--- config.mk ---
export PLATFORM = sky130hd
export DESIGN_NAME = rxbuf_keeper
export DESIGN_NICKNAME = d
export VERILOG_FILES = /design/src/rtl/rxbuf_pkg.sv /design/src/rtl/stream_fifo.sv /design/src/rtl/rx_store.sv /design/src/rtl/rxbuf_keeper.sv
export SDC_FILE = /design/constraint.sdc
export NUM_CORES = 2
export LEC_CHECK = 0
export BUFFER_PORTS_ARGS = -buffer_cell sky130_fd_sc_hd__clkbuf_2
export CAP_MARGIN = 15
export CORE_MARGIN = 2
export CORE_UTILIZATION = 45
export DETAILED_ROUTE_END_ITERATION = 8
export GPL_TIMING_DRIVEN = 0
export HOLD_SLACK_MARGIN = 0.06
export SYNTH_ARGS = -nofsm -noshare
export SYNTH_HDL_FRONTEND = slang
export SYNTH_SLANG_ARGS = --single-unit
export TNS_END_PERCENT = 100
--- constraint.sdc ---
create_clock -name CLOCK -period 36.1 [get_ports CLOCK]
set_input_delay 7.22 -clock CLOCK [delete_from_list [all_inputs] [get_ports CLOCK]]
set_output_delay 7.22 -clock CLOCK [all_outputs]
set_load 0.01 [all_outputs]
--- src/rtl/rxbuf_pkg.sv ---
/*
  Shared constants for the receive and transmit buffer bookkeeping block:
  register offsets, field positions, reset values and buffer sizes.
  Assumes every file that uses it imports the whole package.
*/
package rxbuf_pkg;
  // ----------------------------------------------------------------
  // Register offsets
  // ----------------------------------------------------------------
  localparam logic [7:0] ADDR_RX_BYTE_STATUS   = 8'h19;
  localparam logic [7:0] ADDR_RX_FREE_SPACE    = 8'h1b;
  localparam logic [7:0] ADDR_TX_QUEUE_SEL     = 8'h95;
  localparam logic [7:0] ADDR_RX_READ_INDEX    = 8'h97;
  localparam logic [7:0] ADDR_RX_WRITE_INDEX   = 8'h99;
  localparam logic [7:0] ADDR_RX_NEXT_MSG      = 8'h9b;
  // ----------------------------------------------------------------
  // Field positions
  // ----------------------------------------------------------------
  localparam int BIT_MSG_START  = 2;
  localparam int BIT_SUSPECT    = 1;
  localparam int BIT_MSG_END    = 0;
  localparam int SEND_Q_LSB     = 2;
  localparam int LOAD_Q_LSB     = 0;
  // ----------------------------------------------------------------
  // Sizes and reset values
  // ----------------------------------------------------------------
  localparam int         RX_DEPTH        = 62;
  localparam logic [7:0] RX_LAST_INDEX   = 8'h3d;
  localparam logic [7:0] RST_FREE_SPACE  = 8'h3e;
  localparam logic [7:0] RST_READ_INDEX  = 8'h00;
  localparam logic [7:0] RST_WRITE_INDEX = 8'h01;
  localparam logic [7:0] RST_NEXT_MSG    = 8'h00;
  localparam logic [1:0] RST_QUEUE       = 2'h0;
  localparam logic [7:0] NULL_BYTE       = 8'h00;
  localparam int         ENTRY_W         = 11;
  localparam int         IN_FIFO_W       = 11;
  localparam int         IN_FIFO_DEPTH   = 16;
endpackage

--- src/rtl/stream_fifo.sv ---
/*
  Synchronous FIFO with valid/ready on both sides.
  Assumes one clock and an asynchronous active-high reset.
*/
`timescale 1ns/100ps
`default_nettype none
module stream_fifo #(
  parameter int W     = 11,
  parameter int DEPTH = 16
) (
  input  wire logic         CLOCK,
  input  wire logic         RST,
  input  wire logic         in_valid,
  output logic              in_ready,
  input  wire logic [W-1:0] in_data,
  output logic              out_valid,
  input  wire logic         out_ready,
  output logic [W-1:0]      out_data
);
  localparam int AW = $clog2(DEPTH);
  logic [W-1:0] store_ff [DEPTH];
  logic [AW-1:0] wr_ptr_ff;
  logic [AW-1:0] rd_ptr_ff;
  logic [AW:0]   count_ff;
  logic [AW:0]   nxt_count;
  logic          in_ready_ff;
  logic          push;
  logic          pop;

  // Ready is registered so the port comes straight from a flop
  assign in_ready  = in_ready_ff;
  assign out_valid = (count_ff != '0);
  assign out_data  = store_ff[rd_ptr_ff];
  assign push      = in_valid && in_ready;
  assign pop       = out_valid && out_ready;

  // Storage write, no reset needed on the data array
  always_ff @(posedge CLOCK) begin
    if (push) begin
      store_ff[wr_ptr_ff] <= in_data;
    end
  end

  // Occupancy after this edge
  always_comb begin
    nxt_count = count_ff;
    if (push && !pop) begin
      nxt_count = count_ff + (AW+1)'(1);
    end else if (pop && !push) begin
      nxt_count = count_ff - (AW+1)'(1);
    end
  end

  // Pointers, count and registered ready; full is known one edge ahead
  always_ff @(posedge CLOCK or posedge RST) begin
    if (RST) begin
      wr_ptr_ff   <= '0;
      rd_ptr_ff   <= '0;
      count_ff    <= '0;
      in_ready_ff <= 1'b1;
    end else begin
      if (push) wr_ptr_ff <= wr_ptr_ff + AW'(1);
      if (pop)  rd_ptr_ff <= rd_ptr_ff + AW'(1);
      count_ff    <= nxt_count;
      in_ready_ff <= (nxt_count != (AW+1)'(DEPTH));
    end
  end
endmodule
`default_nettype wire

--- src/rtl/rx_store.sv ---
/*
  Receive buffer storage: one write port, one read port whose data
  come out of a register. Assumes addresses stay below DEPTH.
*/
`timescale 1ns/100ps
`default_nettype none
module rx_store #(
  parameter int W     = 11,
  parameter int DEPTH = 62
) (
  input  wire logic         CLOCK,
  input  wire logic         RST,
  input  wire logic         we,
  input  wire logic [7:0]   waddr,
  input  wire logic [W-1:0] wdata,
  input  wire logic [7:0]   raddr,
  output logic [W-1:0]      rdata_ff
);
  logic [W-1:0] mem_ff [DEPTH];

  // Write port; cleared at reset so an unwritten slot never shows status.
  // Costs a reset on every cell, which is cheap at this depth.
  always_ff @(posedge CLOCK or posedge RST) begin
    if (RST) begin
      for (int i = 0; i < DEPTH; i++) begin
        mem_ff[i] <= '0;
      end
    end else if (we) begin
      mem_ff[waddr[5:0]] <= wdata;
    end
  end

  // Registered read port, reset so the first status shows zero
  always_ff @(posedge CLOCK or posedge RST) begin
    if (RST) begin
      rdata_ff <= '0;
    end else begin
      rdata_ff <= mem_ff[raddr[5:0]];
    end
  end
endmodule
`default_nettype wire

--- src/rtl/rxbuf_keeper.sv ---
/*
  Receive buffer pointers, per-byte status, free space, transmit queue
  selects and the receive-error interrupt flag of the bridge.
  Assumes the SPI decoder and the UART run on CLOCK and give one-cycle
  command pulses; nothing here crosses a clock domain.
*/
`timescale 1ns/100ps
`default_nettype none
module rxbuf_keeper
  import rxbuf_pkg::*;
(
  input  wire logic       CLOCK,
  input  wire logic       RST,
  // Received characters from the UART decoder
  input  wire logic       RX_VALID,
  output logic            RX_READY,
  input  wire logic [7:0] RX_CHAR,
  input  wire logic       RX_AFTER_PREAMBLE,
  input  wire logic       RX_CODE_ERROR,
  input  wire logic       RX_STOP_CHAR,
  // Host commands decoded from SPI
  input  wire logic       RD_BYTE,
  input  wire logic       JUMP_TO_NEXT_MESSAGE_COMMAND,
  input  wire logic       LOAD_QUEUE_WR,
  input  wire logic [1:0] LOAD_QUEUE_DATA,
  input  wire logic [1:0] SEND_QUEUE,
  input  wire logic       ERR_INT_ENABLE,
  input  wire logic       ERR_FLAG_WRITE_ZERO,
  input  wire logic       REG_RD,
  input  wire logic [7:0] REG_ADDR,
  output logic [7:0]      REG_RDATA,
  output logic            REG_RVALID,
  output logic [7:0]      RX_BYTE,
  output logic            ERR_FLAG,
  output logic            INT_N
);
  // ----------------------------------------------------------------
  // Index arithmetic
  // ----------------------------------------------------------------
  // Next location, wrapping inside the 62-byte buffer
  function automatic logic [7:0] inc_idx(input logic [7:0] i);
    return (i == RX_LAST_INDEX) ? 8'h00 : i + 8'h01;
  endfunction

  // Forward distance from a to b around the buffer
  function automatic logic [7:0] fwd_dist(input logic [7:0] a, input logic [7:0] b);
    return (b >= a) ? b - a : 8'(b + 8'(RX_DEPTH) - a);
  endfunction

  // ----------------------------------------------------------------
  // Declarations
  // ----------------------------------------------------------------
  logic [IN_FIFO_W-1:0] fifo_in;
  logic [IN_FIFO_W-1:0] fifo_out;
  logic                 fifo_valid;
  logic                 fifo_ready;
  logic [ENTRY_W-1:0]   wr_entry;
  logic [ENTRY_W-1:0]   rd_entry;
  logic [7:0]           read_idx_ff;
  logic [7:0]           nxt_read_idx;
  logic [7:0]           write_idx_ff;
  logic [7:0]           next_msg_ff;
  logic                 msg_pending_ff;
  logic [7:0]           free_ff;
  logic [7:0]           nxt_free;
  logic [1:0]           load_q_ff;
  logic [1:0]           send_q_ff;
  logic                 err_prev_ff;
  logic                 nxt_flag;
  logic                 flag_ff;
  logic [7:0]           rdata_ff;
  logic                 rvalid_ff;
  logic                 int_n_ff;
  logic                 store;
  logic                 consume;
  logic                 jump;
  logic                 stop_in;
  logic                 have_data;
  logic                 st_first;
  logic                 st_err;
  logic                 st_last;
  logic                 err_rise;
  logic [7:0]           byte_status;
  logic [7:0]           queue_sel;

  // ----------------------------------------------------------------
  // Input FIFO
  // ----------------------------------------------------------------
  // Sixteen characters of slack while the host is slow to read
  assign fifo_in = {RX_STOP_CHAR, RX_CODE_ERROR, RX_AFTER_PREAMBLE, RX_CHAR};

  stream_fifo #(
    .W     (IN_FIFO_W),
    .DEPTH (IN_FIFO_DEPTH)
  ) u_in_fifo (
    .CLOCK     (CLOCK),
    .RST       (RST),
    .in_valid  (RX_VALID),
    .in_ready  (RX_READY),
    .in_data   (fifo_in),
    .out_valid (fifo_valid),
    .out_ready (fifo_ready),
    .out_data  (fifo_out)
  );

  // ----------------------------------------------------------------
  // Store and consume decisions
  // ----------------------------------------------------------------
  // Draining stalls when no byte is free, so back-pressure reaches the UART
  assign fifo_ready = (free_ff != 8'h00);
  assign store      = fifo_valid && fifo_ready;
  assign stop_in    = fifo_out[10];
  assign have_data  = (free_ff != RST_FREE_SPACE);
  assign jump       = JUMP_TO_NEXT_MESSAGE_COMMAND;
  // A jump in the same cycle overrides a byte read
  assign consume    = RD_BYTE && have_data && !jump;
  // Stop characters land as a null byte with the end mark kept beside it
  assign wr_entry   = {fifo_out[10:8], stop_in ? NULL_BYTE : fifo_out[7:0]};

  // ----------------------------------------------------------------
  // Buffer storage
  // ----------------------------------------------------------------
  // Read address is the next index, so the output lines up with it
  rx_store #(
    .W     (ENTRY_W),
    .DEPTH (RX_DEPTH)
  ) u_store (
    .CLOCK    (CLOCK),
    .RST      (RST),
    .we       (store),
    .waddr    (write_idx_ff),
    .wdata    (wr_entry),
    .raddr    (nxt_read_idx),
    .rdata_ff (rd_entry)
  );

  // ----------------------------------------------------------------
  // Pointers
  // ----------------------------------------------------------------
  // Read index steps forward before the host sees the next byte
  always_comb begin
    nxt_read_idx = read_idx_ff;
    if (jump) begin
      nxt_read_idx = next_msg_ff;
    end else if (consume) begin
      nxt_read_idx = inc_idx(read_idx_ff);
    end
  end

  // Read index register
  always_ff @(posedge CLOCK or posedge RST) begin
    if (RST) begin
      read_idx_ff <= RST_READ_INDEX;
    end else begin
      read_idx_ff <= nxt_read_idx;
    end
  end

  // Write index advances with every stored byte
  always_ff @(posedge CLOCK or posedge RST) begin
    if (RST) begin
      write_idx_ff <= RST_WRITE_INDEX;
    end else if (store) begin
      write_idx_ff <= inc_idx(write_idx_ff);
    end
  end

  // Next-message mark: follows stored bytes until a stop freezes it.
  // Only the first unread message boundary is tracked; a jump frees it.
  always_ff @(posedge CLOCK or posedge RST) begin
    if (RST) begin
      next_msg_ff    <= RST_NEXT_MSG;
      msg_pending_ff <= 1'b0;
    end else begin
      if (store && (!msg_pending_ff || jump)) begin
        next_msg_ff    <= write_idx_ff;
        msg_pending_ff <= stop_in;
      end else if (jump) begin
        msg_pending_ff <= 1'b0;
      end
    end
  end

  // ----------------------------------------------------------------
  // Free space
  // ----------------------------------------------------------------
  // Skipped bytes on a jump are returned to the free pool
  always_comb begin
    nxt_free = free_ff;
    if (jump) begin
      nxt_free = 8'(nxt_free + fwd_dist(read_idx_ff, next_msg_ff));
    end else if (consume) begin
      nxt_free = nxt_free + 8'h01;
    end
    if (store) begin
      nxt_free = nxt_free - 8'h01;
    end
  end

  // Free space register
  always_ff @(posedge CLOCK or posedge RST) begin
    if (RST) begin
      free_ff <= RST_FREE_SPACE;
    end else begin
      free_ff <= nxt_free;
    end
  end

  // ----------------------------------------------------------------
  // Byte status
  // ----------------------------------------------------------------
  // Levels of the entry at the read index, kept after the buffer drains
  assign st_first    = rd_entry[8];
  assign st_err      = rd_entry[9];
  assign st_last     = rd_entry[10];
  assign byte_status = {5'h00, st_first, st_err, st_last};

  // ----------------------------------------------------------------
  // Queue selects
  // ----------------------------------------------------------------
  // Host loading choice and UART sending choice
  always_ff @(posedge CLOCK or posedge RST) begin
    if (RST) begin
      load_q_ff <= RST_QUEUE;
      send_q_ff <= RST_QUEUE;
    end else begin
      if (LOAD_QUEUE_WR) load_q_ff <= LOAD_QUEUE_DATA;
      send_q_ff <= SEND_QUEUE;
    end
  end

  assign queue_sel = {4'h0, send_q_ff, load_q_ff};

  // ----------------------------------------------------------------
  // Receive-error flag and pin
  // ----------------------------------------------------------------
  // Edge only, so a level already high when enabled or cleared is ignored
  assign err_rise = st_err && !err_prev_ff;

  always_comb begin
    nxt_flag = flag_ff;
    if (ERR_FLAG_WRITE_ZERO) begin
      nxt_flag = 1'b0;
    end
    // Set wins over a clear in the same cycle
    if (ERR_INT_ENABLE && err_rise) begin
      nxt_flag = 1'b1;
    end
  end

  // Flag, edge history and active-low pin
  always_ff @(posedge CLOCK or posedge RST) begin
    if (RST) begin
      err_prev_ff <= 1'b0;
      flag_ff     <= 1'b0;
      int_n_ff    <= 1'b1;
    end else begin
      err_prev_ff <= st_err;
      flag_ff     <= nxt_flag;
      int_n_ff    <= !nxt_flag;
    end
  end

  // ----------------------------------------------------------------
  // Register read port
  // ----------------------------------------------------------------
  // One-cycle answer; unmapped offsets read as zero
  always_ff @(posedge CLOCK or posedge RST) begin
    if (RST) begin
      rdata_ff  <= 8'h00;
      rvalid_ff <= 1'b0;
    end else begin
      rvalid_ff <= REG_RD;
      if (REG_RD) begin
        case (REG_ADDR)
          ADDR_RX_BYTE_STATUS: rdata_ff <= byte_status;
          ADDR_RX_FREE_SPACE:  rdata_ff <= free_ff;
          ADDR_TX_QUEUE_SEL:   rdata_ff <= queue_sel;
          ADDR_RX_READ_INDEX:  rdata_ff <= read_idx_ff;
          ADDR_RX_WRITE_INDEX: rdata_ff <= write_idx_ff;
          ADDR_RX_NEXT_MSG:    rdata_ff <= next_msg_ff;
          default:             rdata_ff <= 8'h00;
        endcase
      end
    end
  end

  assign REG_RDATA  = rdata_ff;
  assign REG_RVALID = rvalid_ff;
  assign RX_BYTE    = rd_entry[7:0];
  assign ERR_FLAG   = flag_ff;
  assign INT_N      = int_n_ff;
endmodule
`default_nettype wire

# Word-level counts from Yosys, hierarchy flattened
# Memory sizes are Yosys's and may differ from the RTL's.
# Index checks and enable logic that the tools add are counted.
# Widths: inputs -> output; s select.
word_totals:
  reg_bits: 756
  ramBits: 176
  in_bits: 32
  output_inout_bits: 20
  wordCells: 154
  n_memories: 1
op_classes:
  add_sub_neg: 12
  n_lt_le_gt_ge: 4
  n_eq_ne: 10
  n_mux: 24
  bitwise: 2
  reduce_logical: 21
memory_table:
  columns: ["memory", "words", "width", "rd", "rd_ports_with_merged_regs", "write_ports", "line", "source"]
  rows:
  - ["u_in_fifo.store_ff", 16, 11, 1, 0, 1, "stream_fifo.sv:21", "logic [W-1:0] store_ff [DEPTH];"]
ops:
  columns: ["operator", "n"]
  rows:
  - ["$bwmux 682", 1]
  - ["$mux 8", 9]
  - ["$bmux 11 s6", 1]
  - ["$demux 11 s6", 1]
  - ["$pmux 8 s6", 1]
  - ["$mux 11", 3]
  - ["$eq 8x8->1 const B", 4]
  - ["$add 8x1->8 const B", 3]
  - ["$eq 8x5->1 const B", 2]
  - ["$eq 8x6->1 const B", 2]
  - ["$sub 8x8->8", 2]
  - ["$ge 7x7->1 const B", 2]
  - ["$not 6->7", 2]
  - ["$logic_and 1x1->1", 10]
  - ["$mux 5", 2]
  - ["$add 4x1->4 const B", 2]
  - ["$add 8x6->8 const B", 1]
  - ["$add 8x8->8", 1]
  - ["$ge 8x8->1", 1]
  - ["$ne 8x6->1 const B", 1]
  - ["$reduce_bool 8->1", 1]
  - ["$sub 8x1->8 const B", 1]
  - ["$lt 7x1->1 const B", 1]
  - ["$logic_not 1->1", 6]
  - ["other kinds (7)", 13]

# Longest topological paths before layout
logic_depth:
  depth_word: 9
  mapped_depth: 20
  mapped_depth_nobuf: 20

# Modules after synthesis
# A second synthesis with hierarchy kept.
unflattened:
  hier_cells: 2798
  hier_area_um2: 42948.7
modules_own_cells:
  columns: ["mod", "instances", "cells_per_inst", "area_per_inst_um2", "seq_area_each_um2"]
  rows:
  - ["rx_store", 1, 2043, 31675.4, 17341.6]
  - ["stream_fifo", 1, 333, 7474.7, 5636.7]
  - ["rxbuf_keeper", 1, 422, 3798.6, 1234.9]

# Worst setup path before layout
# No wires, ideal clock.
synth_path:
  path_kind: "input to register"
  start: "in JUMP_TO_NEXT_MESSAGE_COMMAND"
  end: "reg u_store.rdata_ff[0]"
  setup_time_ns: 0.133
  t_arrival_ns: 9.206
  required_time_ns: 35.967
  setup_slack_ns: 26.761
  stages: 11
  path_buffers: 3
  cell_sequence: "buf_2 inv_1 o211a_1 o22a_1 buf_6 inv_4 buf_4 mux4_2 a221oi_1 o21a_1 nor4_2"
synth_via:
  elab_chain_cells: 8
synth_rtl:
  columns: ["element", "line", "source"]
  rows:
  - ["start, declared", "rxbuf_keeper.sv:23", "input wire logic JUMP_TO_NEXT_MESSAGE_COMMAND,"]
  - ["$logic_not 1->1", "rxbuf_keeper.sv:116", "assign consume = RD_BYTE && have_data && !jump;"]
  - ["$logic_and 1x1->1", "rxbuf_keeper.sv:116", null]
  - ["$mux 8", "rxbuf_keeper.sv:145", "end else if (consume) begin"]
  - ["$mux 8 (*)", "rxbuf_keeper.sv:143", "if (jump) begin"]
  - ["$not 6->7 (implied by the code) (*)", "rx_store.sv:38", "rdata_ff <= mem_ff[raddr[5:0]];"]
  - ["$bmux 11 s6 (*)", "rx_store.sv:38", null]
  - ["$mux 11 (implied by the code) (*) (2 in series)", "rx_store.sv:38", null]
  - ["end signal, assigned", "rx_store.sv:38", null]
  - ["end, declared", "rx_store.sv:17", "output logic [W-1:0] rdata_ff"]
# Every way passes the cells marked *; elsewhere a longest branch is shown, timed or not. The select of a mux whose other input is x is not followed.
# A chain may end at the register's enable or synchronous reset.

# Worst setup path after layout
layout_path:
  start: "in JUMP_TO_NEXT_MESSAGE_COMMAND"
  end: "reg u_store.rdata_ff[2]"
# Same word-level chain as after synthesis.

==> impl_results.md <==
- Worst Tran Pin Value: 1320 ps
- Largest net degree at the start of global routing: 129
- Gpl congestion: 0.954
- Multi-input gate area: 16800 um2
- Final setup violation count: 0
- Vias in the first global route: 30694
- Die area: 97400 um2
- Global-route wire length before repair: 202 mm
- Height of the die: 312 um
- Hold Path Class: flip-flop to flip-flop
- Number of synthesized flops with an enable pin: 176
- Drt via density: 5.87
- Layout Cells excl Fill: 5407
- DRC Markers: 0
- CP Launch Type: input port
- Die width: 312 um
- Clk_lat worst skew: 710 ps
- Largest stage delay on the critical path: 720 ps
- PortBufs: 49
- Area delta synth->final: 13.2%
- Pwr Density: 98.5 nW/um2
- DRT iter0 DRCs: 3931
- Relative slew margins: 0.120
- Status: finished clean
- Post-layout util: 0.515
- Num ports: 52
- Post-route cell area: 48300 um2
- Ordered list of cells on the worst path: buf_2 > inv_1 > buf_2 > nand3_1 > nor2_1 > nor2_1 > inv_2 > nor2_1 > clkbuf_1 > and3_1 > nor4_1 > nor4_2
- Max_cap viols: 0
- Ys flop type: dfrtp_1
- Register area: 24200 um2
- CORE AREA: 93700 um2
- Max VDD drop: 0.0559 mV
- CP max stage cell: nor4_2
- GRT Residual Overflow: 0
- Leakage power: 20.4 nW
- Area of the mapped netlist: 42700 um2
- CP max FO: 10
- Top cell by count, worst path: nor2_1
- Routed wire length: 135 mm
- RSZ-0062 raised after global routing: no
- CTS H-tree depth: 3
- Initial Utilization: 0.455
- Fmax: 94.2 MHz
- Syn_nets: 3967
- Worst Skew: 47.1 ps
- Tcrit/Tclk final: 0.294
- CTS resizes: 0
- Area leader, netlist: dfrtp_1
- Critical Path End Type: flip-flop
- Mapped Avg Cell Area: 11.0 um2
- Synthesis Warnings: 0
- Initial antenna violation count: 6
- FILL cells: 8335
- Top cells by area, synth: dfrtp_1, edfxtp_1, nand2_1
- Ys async rst share: 0.811
- GRT Total Usage: 0.277
- #FFs+latches synth: 932
- Total power: 4.76 mW
- CTS Sinks: 932
- DP Area: 44900 um2
- Final hold vios: 0
- Cell count after synthesis: 3889
- Post-DP HPWL: 95.2 mm
- Worst setup path category: input port to flip-flop
- Cts hold-fix bufs: 0
- WP data required: 36600 ps
- TritonRoute pass-1 iters: 6
- Total CTS buffers: 101
- Post-CTS Setup Inserts: 0
- Clock Pin Slew Worst Setup and Hold Paths: 60 ps
- Clock root buffer: clkbuf_16
- Placed cells: 5214
- Yosys cell types: 77
- Wire length per cell: 25.0 um
- Critical path data arrival time: 11120 ps
- Top cell type's share of synthesized area: 0.438
- Final nets: 4142
- Vias post-DR: 31747
- Post-synthesis sequential area ratio: 0.567
- Fin. max-slew vios: 0
- TritonCTS clock tree: done
- Fraction of layout cells with a size suffix above 1: 0.170
- Clock Tree Buf Depth: 3
- DRT antenna net count: 0
- Fin crit period: 10620 ps
- Rows: 112
cell families after synthesis:
logic type,after synthesis,share of synthesized area
compound gates,816,0.108
xor+xnor,40,0.00820
fa+ha+maj,46,0.0142
buf+inv,377,0.0394
flops,932,0.567
mux,419,0.136
simple gates,1259,0.127
path summary, 6_finish.rpt:
path	from	to	slack [ps]	cells past startpoint
max	JUMP_TO_NEXT_MESSAGE_COMMAND	u_store.rdata_ff[2]	25480	12
min	u_store.mem_ff[514]	u_store.mem_ff[514]	470	2
max reg2reg	free_ff[1]	u_store.rdata_ff[2]	31270	11
min reg2reg	u_store.mem_ff[514]	u_store.mem_ff[514]	470	2
max in group asynchronous	RST	u_store.mem_ff[596]	28150	4
min in group asynchronous	RST	u_in_fifo.wr_ptr_ff[3]	6440	2
synthesized netlist by cell type (5+ instances only):
cell and instances:
nand2_1 913, dfrtp_1 748, o21ai_0 557, mux2_2 247
clkbuf_1 219, edfxtp_1 176, mux4_2 103, nor2_1 82
a21oi_1 81, mux2i_1 69, nand3_1 69, buf_2 52
inv_1 52, and3_1 43, ha_1 42, nand4_1 35
xnor2_1 31, a31oi_1 25, a311oi_1 22, nor3_1 18
buf_1 17, buf_4 17, nor4_1 16, and2_1 15
a221oi_1 14, a22oi_1 14, a32oi_1 11, o21a_1 11
o221ai_1 11, o2bb2ai_1 11, o32ai_1 11, buf_6 9
nor2b_1 9, xor2_1 9, dfstp_2 8, nor3b_1 8
a211oi_1 7, a21o_1 7, and4bb_1 7, or2_1 7
o22ai_1 6, nand3b_1 5, o21ai_1 5, or3_1 5
final cells by class:
class | instances | share of cell area
flip-flops and latches | 932 | 0.501
multi-input cells | 2580 | 0.349
clock buffers | 150 | 0.0617
well taps | 1254 | 0.0325
plain buffers | 321 | 0.0303
repair buffers | 72 | 0.0116
clock inverters | 39 | 0.00930
inverters | 56 | 0.00466
diodes | 3 | 0.000155
flip-flops by register name (all words and copies together) (netlist names), 4 cells and up:
name,flops
u_store.mem_ff,682
u_in_fifo.count_ff,5
read_idx_ff,8
u_in_fifo.rd_ptr_ff,4
u_in_fifo.wr_ptr_ff,4
REG_RDATA,8
write_idx_ff,8
u_in_fifo.store_ff,176
free_ff,8
u_store.rdata_ff,11
next_msg_ff,8
placed cells by master, fill, tap and decap left out, types with 55 or more instances in the layout:
master     instances
mux4_2           103
a21oi_1           81
mux2i_1           69
o21ai_0          557
clkbuf_16        101
nand3_1           69
mux2_2           247
edfxtp_1         176
nor2_1            81
clkbuf_1         241
nand2_1          913
buf_2             55
dfrtp_1          748
power breakdown:
part	switching, mW	leakage [nW]	internal [mW]	total [mW]
sequential	0.184	11.7	1.39	1.57
clock	0.452	1.70	0.606	1.06
combinational	1.45	6.98	0.681	2.13
metrics by stage:
| step | hold WS (ps) | setup TNS [ps] | setup WS [ps] |
|---|---|---|---|
| floorplan | 375 | 0 | 7680 |
| global placement | 456 | -859710 | -1240 |
| detailed placement | 465 | 0 | 25060 |
| CTS | 478 | 0 | 25750 |
| global route | 492 | 0 | 25400 |
| finish | 472 | 0 | 25480 |
layer usage:
metal  up-vias  GRT usage  part of all wire
met4         6      0.112             0.045
met3       304     0.0519             0.079
met1     16073      0.400              0.43
li1      14053          -                 -
met2      1311      0.415              0.44
met5         -          0           0.00033
critical path: cells and delay by family:
kind / cells / cell delay [ps]
simple gates: 7 / 2490
buf+inv: 5 / 1380
(Power assumes the default switching activity.)
